[src/rtl/pai_regs.svh]
`ifndef PAI_REGS_SVH
`define PAI_REGS_SVH

`define PAI_OFF_DATA      8'h00
`define PAI_OFF_DIR       8'h04
`define PAI_OFF_PULL      8'h08
`define PAI_OFF_SLEW      8'h0c
`define PAI_OFF_DRIVE     8'h10
`define PAI_OFF_SC        8'h14
`define PAI_OFF_PINSEL    8'h18
`define PAI_OFF_POL       8'h1c
`define PAI_OFF_EVSTAT    8'h20
`define PAI_OFF_EVCLR     8'h24
`define PAI_OFF_EVEN      8'h28

`define PAI_SC_FLAG_BIT   3
`define PAI_SC_ACK_BIT    2
`define PAI_SC_IE_BIT     1
`define PAI_SC_MODE_BIT   0

`define PAI_EV_FLAG_BIT   0

`define PAI_RST_BYTE      8'h00
`define PAI_RST_WORD      32'h0000_0000

`endif

[src/rtl/pai_pkg.sv]
package pai_pkg;
	typedef logic [7:0]  pai_byte_t;
	typedef logic [31:0] pai_word_t;
	typedef enum logic [1:0] {
		PAI_MODE_EDGE      = 2'b01,
		PAI_MODE_EDGE_LVL  = 2'b10
	} pai_mode_e;
endpackage

[src/rtl/pai_port.sv]
// The APB register port and the register offsets were chosen for this implementation.
`include "pai_regs.svh"
`timescale 1ns/1ps
`default_nettype none

module pai_port
	import pai_pkg::*;
#(
	parameter int WIDTH = 8
)(
	// Clock and reset
	input  wire logic              pclk,
	input  wire logic              presetn,
	// APB slave
	input  wire logic              psel,
	input  wire logic              penable,
	input  wire logic              pwrite,
	input  wire logic [7:0]        paddr,
	input  wire pai_pkg::pai_word_t pwdata,
	output var  pai_pkg::pai_word_t prdata,
	output var  logic              pready,
	output var  logic              pslverr,
	// Pins
	input  wire logic [WIDTH-1:0]  pin_in,
	output var  logic [WIDTH-1:0]  pin_out,
	output var  logic [WIDTH-1:0]  pin_oe_n,
	output var  logic [WIDTH-1:0]  pull_on,
	output var  logic [WIDTH-1:0]  pull_down,
	output var  logic [WIDTH-1:0]  slew_limit,
	output var  logic [WIDTH-1:0]  drive_high,
	// Interrupts
	output var  logic              port_irq,
	output var  logic              sys_irq
);

	logic [WIDTH-1:0] pin_data_latch_q;
	logic [WIDTH-1:0] direction_bits_q;
	logic [WIDTH-1:0] pull_enable_bits_q;
	logic [WIDTH-1:0] slew_enable_bits_q;
	logic [WIDTH-1:0] drive_strength_bits_q;
	logic [WIDTH-1:0] irq_pin_select_q;
	logic [WIDTH-1:0] polarity_select_q;
	logic             irq_flag_q;
	logic             irq_flag_d;
	logic             irq_enable_q;
	logic             detect_mode_q;
	logic [WIDTH-1:0] pin_prev_q;
	logic             ev_stat_q;
	logic             ev_stat_d;
	logic             ev_en_q;
	pai_word_t        prdata_d;

	function automatic logic [WIDTH-1:0] asserted_of(
		input logic [WIDTH-1:0] lvl,
		input logic [WIDTH-1:0] pol,
		input logic [WIDTH-1:0] sel
	);
		asserted_of = ~(lvl ^ pol) & sel;
	endfunction

	function automatic pai_word_t zext(input logic [WIDTH-1:0] v);
		zext = pai_word_t'(v);
	endfunction

	// Bus decode
	wire wr_en  = psel & penable & pwrite;
	wire rd_en  = psel & penable & ~pwrite;
	wire sel_data   = (paddr == `PAI_OFF_DATA);
	wire sel_dir    = (paddr == `PAI_OFF_DIR);
	wire sel_pull   = (paddr == `PAI_OFF_PULL);
	wire sel_slew   = (paddr == `PAI_OFF_SLEW);
	wire sel_drive  = (paddr == `PAI_OFF_DRIVE);
	wire sel_sc     = (paddr == `PAI_OFF_SC);
	wire sel_pinsel = (paddr == `PAI_OFF_PINSEL);
	wire sel_pol    = (paddr == `PAI_OFF_POL);
	wire sel_evstat = (paddr == `PAI_OFF_EVSTAT);
	wire sel_evclr  = (paddr == `PAI_OFF_EVCLR);
	wire sel_even   = (paddr == `PAI_OFF_EVEN);
	wire sel_any    = sel_data | sel_dir | sel_pull | sel_slew | sel_drive
		| sel_sc | sel_pinsel | sel_pol | sel_evstat | sel_evclr | sel_even;

	// Pin-side decode
	wire [WIDTH-1:0] is_out     = direction_bits_q;
	wire [WIDTH-1:0] data_view  =
		(is_out & pin_data_latch_q) | (~is_out & pin_in);
	wire [WIDTH-1:0] asserted_now =
		asserted_of(pin_in, polarity_select_q, irq_pin_select_q);
	wire [WIDTH-1:0] asserted_prev =
		asserted_of(pin_prev_q, polarity_select_q, irq_pin_select_q);
	wire [WIDTH-1:0] edge_hit = asserted_now & ~asserted_prev;
	wire             any_level = |asserted_now;
	pai_mode_e       mode;
	assign mode = detect_mode_q ? PAI_MODE_EDGE_LVL : PAI_MODE_EDGE;

	logic set_flag;
	logic ack_ok;
	always_comb
	begin
		unique case (mode)
			PAI_MODE_EDGE:
			begin
				set_flag = |edge_hit;
				ack_ok   = 1'b1;
			end
			PAI_MODE_EDGE_LVL:
			begin
				set_flag = (|edge_hit) | any_level;
				ack_ok   = ~any_level;
			end
			default:
			begin
				set_flag = 1'b0;
				ack_ok   = 1'b0;
			end
		endcase
	end

	wire ack_wr = wr_en & sel_sc & pwdata[`PAI_SC_ACK_BIT];
	// Set wins over an acknowledge in the same cycle
	assign irq_flag_d = set_flag | (irq_flag_q & ~(ack_wr & ack_ok));
	wire flag_rise  = set_flag & ~irq_flag_q;
	wire ev_clr_wr  = wr_en & sel_evclr & pwdata[`PAI_EV_FLAG_BIT];
	assign ev_stat_d = flag_rise | (ev_stat_q & ~ev_clr_wr);

	pai_byte_t sc_view;
	assign sc_view = {4'h0, irq_flag_q, 1'b0, irq_enable_q,
		detect_mode_q};

	always_comb
	begin
		prdata_d = `PAI_RST_WORD;
		if (sel_data)
			prdata_d = zext(data_view);
		else if (sel_dir)
			prdata_d = zext(direction_bits_q);
		else if (sel_pull)
			prdata_d = zext(pull_enable_bits_q);
		else if (sel_slew)
			prdata_d = zext(slew_enable_bits_q);
		else if (sel_drive)
			prdata_d = zext(drive_strength_bits_q);
		else if (sel_sc)
			prdata_d = pai_word_t'(sc_view);
		else if (sel_pinsel)
			prdata_d = zext(irq_pin_select_q);
		else if (sel_pol)
			prdata_d = zext(polarity_select_q);
		else if (sel_evstat)
			prdata_d = pai_word_t'(ev_stat_q);
		else if (sel_even)
			prdata_d = pai_word_t'(ev_en_q);
	end

	// Configuration registers
	always_ff @(posedge pclk or negedge presetn)
	begin
		if (!presetn)
		begin
			pin_data_latch_q      <= '0;
			direction_bits_q      <= '0;
			pull_enable_bits_q    <= '0;
			slew_enable_bits_q    <= '0;
			drive_strength_bits_q <= '0;
			irq_pin_select_q      <= '0;
			polarity_select_q     <= '0;
			irq_enable_q          <= 1'b0;
			detect_mode_q         <= 1'b0;
			ev_en_q               <= 1'b0;
		end
		else if (wr_en)
		begin
			if (sel_data)
				pin_data_latch_q <= pwdata[WIDTH-1:0];
			if (sel_dir)
				direction_bits_q <= pwdata[WIDTH-1:0];
			if (sel_pull)
				pull_enable_bits_q <= pwdata[WIDTH-1:0];
			if (sel_slew)
				slew_enable_bits_q <= pwdata[WIDTH-1:0];
			if (sel_drive)
				drive_strength_bits_q <= pwdata[WIDTH-1:0];
			if (sel_pinsel)
				irq_pin_select_q <= pwdata[WIDTH-1:0];
			if (sel_pol)
				polarity_select_q <= pwdata[WIDTH-1:0];
			if (sel_sc)
			begin
				irq_enable_q  <= pwdata[`PAI_SC_IE_BIT];
				detect_mode_q <= pwdata[`PAI_SC_MODE_BIT];
			end
			if (sel_even)
				ev_en_q <= pwdata[`PAI_EV_FLAG_BIT];
		end
	end

	// Detection state and flags
	always_ff @(posedge pclk or negedge presetn)
	begin
		if (!presetn)
		begin
			pin_prev_q <= '0;
			irq_flag_q <= 1'b0;
			ev_stat_q  <= 1'b0;
		end
		else
		begin
			pin_prev_q <= pin_in;
			irq_flag_q <= irq_flag_d;
			ev_stat_q  <= ev_stat_d;
		end
	end

	// Registered outputs
	always_ff @(posedge pclk or negedge presetn)
	begin
		if (!presetn)
		begin
			prdata     <= `PAI_RST_WORD;
			pready     <= 1'b0;
			pslverr    <= 1'b0;
			pin_out    <= '0;
			pin_oe_n   <= '1;
			pull_on    <= '0;
			pull_down  <= '0;
			slew_limit <= '0;
			drive_high <= '0;
			port_irq   <= 1'b0;
			sys_irq    <= 1'b0;
		end
		else
		begin
			pready     <= psel & ~penable;
			pslverr    <= psel & ~penable & ~sel_any;
			prdata     <= (psel & ~penable & ~pwrite) ? prdata_d
				: `PAI_RST_WORD;
			pin_out    <= pin_data_latch_q & is_out;
			pin_oe_n   <= ~is_out;
			pull_on    <= pull_enable_bits_q & ~is_out;
			pull_down  <= pull_enable_bits_q & ~is_out
				& irq_pin_select_q & polarity_select_q;
			slew_limit <= slew_enable_bits_q & is_out;
			drive_high <= drive_strength_bits_q & is_out;
			port_irq   <= irq_flag_d & irq_enable_q;
			sys_irq    <= ev_stat_d & ev_en_q;
		end
	end

endmodule

`default_nettype wire

[config.mk]
export PLATFORM = sky130hd
export DESIGN_NAME = pai_port
export DESIGN_NICKNAME = d
export VERILOG_FILES = /design/src/rtl/pai_pkg.sv /design/src/rtl/pai_port.sv
export VERILOG_INCLUDE_DIRS = /design/src /design/src/rtl
export SDC_FILE = /design/constraint.sdc
export NUM_CORES = 1
export LEC_CHECK = 0
export ABC_AREA = 1
export BUFFER_PORTS_ARGS = -buffer_cell sky130_fd_sc_hd__clkbuf_2
export CORE_UTILIZATION = 57
export DETAILED_ROUTE_END_ITERATION = 16
export PLACE_DENSITY = 0.84
export SETUP_SLACK_MARGIN = 0.4
export SLEW_MARGIN = 5
export SYNTH_ARGS = -nofsm -noshare
export SYNTH_HDL_FRONTEND = slang
export SYNTH_SLANG_ARGS = --single-unit
[constraint.sdc]
create_clock -name pclk -period 4.05 [get_ports pclk]
set_clock_uncertainty 0.05 [all_clocks]
set_input_delay 0.405 -clock pclk [delete_from_list [all_inputs] [get_ports pclk]]
set_output_delay 0.405 -clock pclk [all_outputs]
set_load 0.1 [all_outputs]
== Word-level counts from Yosys, hierarchy flattened ==
Cells that the tools add are included.

* Register bits after elaboration: 153
* Output and inout bits: 84

* Equality and inequality tests: 12
* Mux-type cells: 14
* Bitwise gates (word level): 52
* Reductions and logical operators: 12

{| class="wikitable"
|+ Operators with widths
! operator !! number
|-
| 2-to-1 mux 32 bit || 3
|-
| AND 8 bit || 10
|-
| 2-to-1 mux 8 bit || 6
|-
| equality test 8 x 5 -> 1 bit, second input constant || 4
|-
| inverter 8 bit || 4
|-
| equality test 8 x 6 -> 1 bit, second input constant || 3
|-
| AND reduction 2 bit || 9
|-
| equality test 8 x 4 -> 1 bit, second input constant || 2
|-
| OR reduction 8 bit || 2
|-
| XOR 8 bit || 2
|-
| AND 1 bit || 15
|-
| OR 1 bit || 13
|-
| equality test 8 x 3 -> 1 bit, second input constant || 1
|-
| logical NOT 8 bit || 1
|-
| OR 8 bit || 1
|-
| inverter 1 bit || 7
|-
| one-hot mux 1 bit (2 select lines) || 2
|-
| equality test 2 x 1 -> 1 bit, second input constant || 1
|-
| equality test 2 bit, second input constant || 1
|-
| 2-to-1 mux 1 bit || 2
|-
| 2-to-1 mux 2 bit || 1
|}

== Longest topological paths before layout ==
* Depth after elaboration: 13
* Depth in mapped cells: 11

== Worst setup path before layout ==
No wires, ideal clock.

* Kind: input port to flip-flop
* From: in paddr[0]
* To: reg slew_enable_bits_q[7]
* Arrival time: 1.295 ns
* Setup slack: 2.583 ns
* Stages on the path: 9
* Cell sequence: inv_1 > nand2_1 > nor2_2 > inv_1 > nor2_4 > nand2_4 > buf_6 > nand2_1 > o21ai_2

* Longest elaborated chain between the ends: 2

{| class="wikitable"
|+ RTL lines
! what !! line !! RTL
|-
| from (decl) || pai_port.sv:18 || <nowiki>input wire logic [7:0] paddr,</nowiki>
|-
| equality test 8 x 4 -> 1 bit (no source line) || n/a ||
|-
| AND reduction 2 bit (no source line) || n/a ||
|-
| to (signal assigned) || pai_port.sv:179 || <nowiki>slew_enable_bits_q <= pwdata[WIDTH-1:0];</nowiki>
|-
| to (decl) || pai_port.sv:39 || <nowiki>logic [WIDTH-1:0] slew_enable_bits_q;</nowiki>
|}

No other way between the ends.
A chain may end at the register's enable or synchronous reset.

== Final worst setup path ==
* From: reg pin_oe_n[5]
* To: out pin_oe_n[5]

{| class="wikitable"
|+ RTL lines
! what !! line !! RTL
|-
| from (decl) || pai_port.sv:26 || <nowiki>output var logic [WIDTH-1:0] pin_oe_n,</nowiki>
|-
| from (signal assigned) || pai_port.sv:237 || <nowiki>pin_oe_n <= ~is_out;</nowiki>
|}

No word-level cell between the ends.

==> results.json <==
{
  "status": "finished, violations left",
  "failed_checks": "negative hold slack",
  "drt_pass1_iterations": 8,
  "cts_sinks": 129,
  "critPathArrivalTime_ps": 1520,
  "postCtsSetupRepairBufs": 0,
  "grt_pass1_wl_um": 21510,
  "layout_common_cells": "nand2_1 (145), dfrtp_1 (121), inv_1 (91)",
  "antenna_left": 0,
  "drt_iter0_drc": 325,
  "cts.path.max_buffers": 2,
  "synth.avg_cell_area_um2": 9.099,
  "diodes": 0,
  "clock_latency_ps": 530,
  "critPathMaxStageDelay_ps": 530,
  "slew_viol_final": 0,
  "wl_um": 13800,
  "setup_violations": 0,
  "fp-row-count": 35,
  "drv_cap": 0,
  "p_comb_share_pct": 7.9,
  "tritoncts": "yes",
  "num_vias": 4642,
  "finalCritPeriodShare_pct": 48.85,
  "wire_per_inst_um": 16.08,
  "clkPwrFrac_pct": 51.1,
  "layout_commonest_cell": "nand2_1",
  "h-tree-depth": 4,
  "cp_top_family": "flip-flops",
  "clock.fmax_mhz": 505.5,
  "final_cell_area_um2": 6766,
  "grt.overflow.total": 0,
  "relSlewSlack_pct": 35.73,
  "power_switching_uw": 830.6,
  "grt_pass1_vias": 4346,
  "viasPerCell": 5.410,
  "swShare_pct": 25.46,
  "p_leak_nw": 3.580,
  "clkTransAtPathRegs_ps": 60,
  "globalplace.congestion": 0.8859,
  "dieArea_um2": 10250,
  "coreArea_um2": 9371,
  "syn_to_final_growth_pct": 20.53,
  "synth_area_um2": 5614,
  "tns_ps": 0,
  "worstPathCellList": "clkbuf_2",
  "powerDensity_nw_per_um2": 482.1,
  "crit_slowest_cell": "dfstp_2",
  "reg2reg_slack_ps": 2500,
  "final_hold_viol_count": 23,
  "critPathKind": "flop to primary output",
  "netlist_instances": 617,
  "ys_warn_count": 0,
  "holdWs_ps": -27.34,
  "finalCriticalPeriod_ps": 1978,
  "placed_area_um2": 6061,
  "grt_max_degree": 79,
  "synth_cell_types": 36,
  "worst-path-max-fanout": 1,
  "synth_seq_area_share_pct": 57.68,
  "cp.required_ps": 3600,
  "hp-class": "input pin to asynchronous set/reset pin",
  "drive_gt1_share_pct": 22.77,
  "synth_seq_cells": 129,
  "track_usage_pct": 28.81,
  "crit_buf_inv": 1,
  "cp-end-kind": "primary output",
  "die_x_um": 101.2,
  "initial_core_util_pct": 59.91,
  "tightest_slew_ps": 964.0,
  "ios": 137,
  "final_nets": 769,
  "rsz0062_at_grt": "false",
  "cts_made_buffers": 17,
  "ir_worst_vdd_mv": 0.2966,
  "root_buffer": "clkbuf_8",
  "p_int_mw": 2.432,
  "dieHeight_um": 101.2,
  "crit_path_start_kind": "flop",
  "route.detailed.drc": 0,
  "portBuffers": 88,
  "antenna_found_initial": 0,
  "seqPwrFrac_pct": 40.9,
  "cts_resized": 0,
  "dpl.hpwl_um": 8476
}
## kinds of logic after synthesis
kind of cell,share of synthesized area (%)
flip-flops,57.68
AO/OA/AOI/OAI,9.628
buffers and inverters,11.03
other,0.06680
XOR/XNOR,1.248
AND/OR/NAND/NOR,20.35
## through the flow
stage	instances	utilization [%]	setup WS [ps]	hold WS (ps)	power, mW
6_report	858	72.20	2072	-27.34	3.262
5_1_grt	858	72.20	2065	6.919	3.343
4_1_cts	858	72.20	2073	6.801	3.263
3_5_place_dp	820	64.67	2029	423.5	1.608
3_3_place_gp	820	64.67	2105	415.6	1.600
2_1_floorplan	640	-	2583	59.41	1.557
## path summary, 6_finish.rpt
kind / endpoint / from / depth (start not counted)
worst max-delay path: pin_oe_n[5] / pin_oe_n[5]$_DFF_PN1_ / 1
worst min-delay path: drive_high[0]$_DFF_PN0_ / presetn / 1
worst max register to register: sys_irq$_DFF_PN0_ / polarity_select_q[2]$_DFFE_PN0P_ / 10
worst min register to register: pin_data_latch_q[7]$_DFFE_PN0P_ / pin_data_latch_q[7]$_DFFE_PN0P_ / 2
max in group asynchronous: pin_oe_n[4]$_DFF_PN1_ / presetn / 2
min in group pclk: pin_prev_q[2]$_DFF_PN0_ / pin_in[2] / 1
## cell usage after synthesis
cell       instances  share of area (%)
a2111oi_0          1               0.16
a21boi_0           1               0.13
a21oi_1           18                1.6
and3_1             1               0.11
buf_2              6               0.53
buf_4             24                3.2
buf_6              2               0.40
clkbuf_1           7               0.47
conb_1             1              0.067
dfrtp_1          121                 54
dfstp_2            8                3.7
inv_1             91                6.1
inv_2              5               0.33
nand2_1          145                9.7
nand2_2            7               0.78
nand2_4            2               0.40
nand3_1           19                1.7
nand3_2            3               0.53
nand3_4            1               0.31
nand3b_1           1               0.13
nand4_1           11                1.2
nor2_1            35                2.3
nor2_2             2               0.22
nor2_4             9                1.8
nor3_1             2               0.18
nor3b_1            1               0.13
nor4_1             6               0.67
o211ai_1           1               0.13
o21ai_0           44                3.9
o21ai_1           18                1.6
o21ai_2            8                1.2
o21bai_1           1               0.13
o22ai_1            5               0.56
o31ai_1            1               0.13
or2_0              1               0.11
xnor2_1            8                1.2
## layout make-up
type                    count  area, um^2
multi-input cells         376        1843
fillers                   672        2605
clock inverters            14       227.7
well taps                 129       161.4
inverters                  96       360.3
repair buffers             96       518.0
flip-flops and latches    129        3238
clock buffers              18       417.9
## per-layer routing
layer | vias up | GRT usage, % | routed length, um
met4 | 0 | 16.72 | 629
met2 | 289 | 46.68 | 6759
met5 | - | 0 | 0
met3 | 71 | 7.729 | 1252
met1 | 2188 | 34.98 | 5155
li1 | 2094 | - | -
## power by group through the flow
stage	clock (mW)	sequential (mW)	combinational (mW)
2_1_floorplan	0	1.38	0.178
3_3_place_gp	0	1.35	0.245
3_5_place_dp	0	1.36	0.251
4_1_cts	1.67	1.33	0.259
5_1_grt	1.73	1.34	0.277
6_report	1.67	1.34	0.259
## timing repair
action / CTS / global route
hold endpoints to repair: 6 / 0
hold buffers: 6 / 0
endpoints found under the setup margin: 0 / 0
No activity file was read; power rests on OpenSTA's default activity.
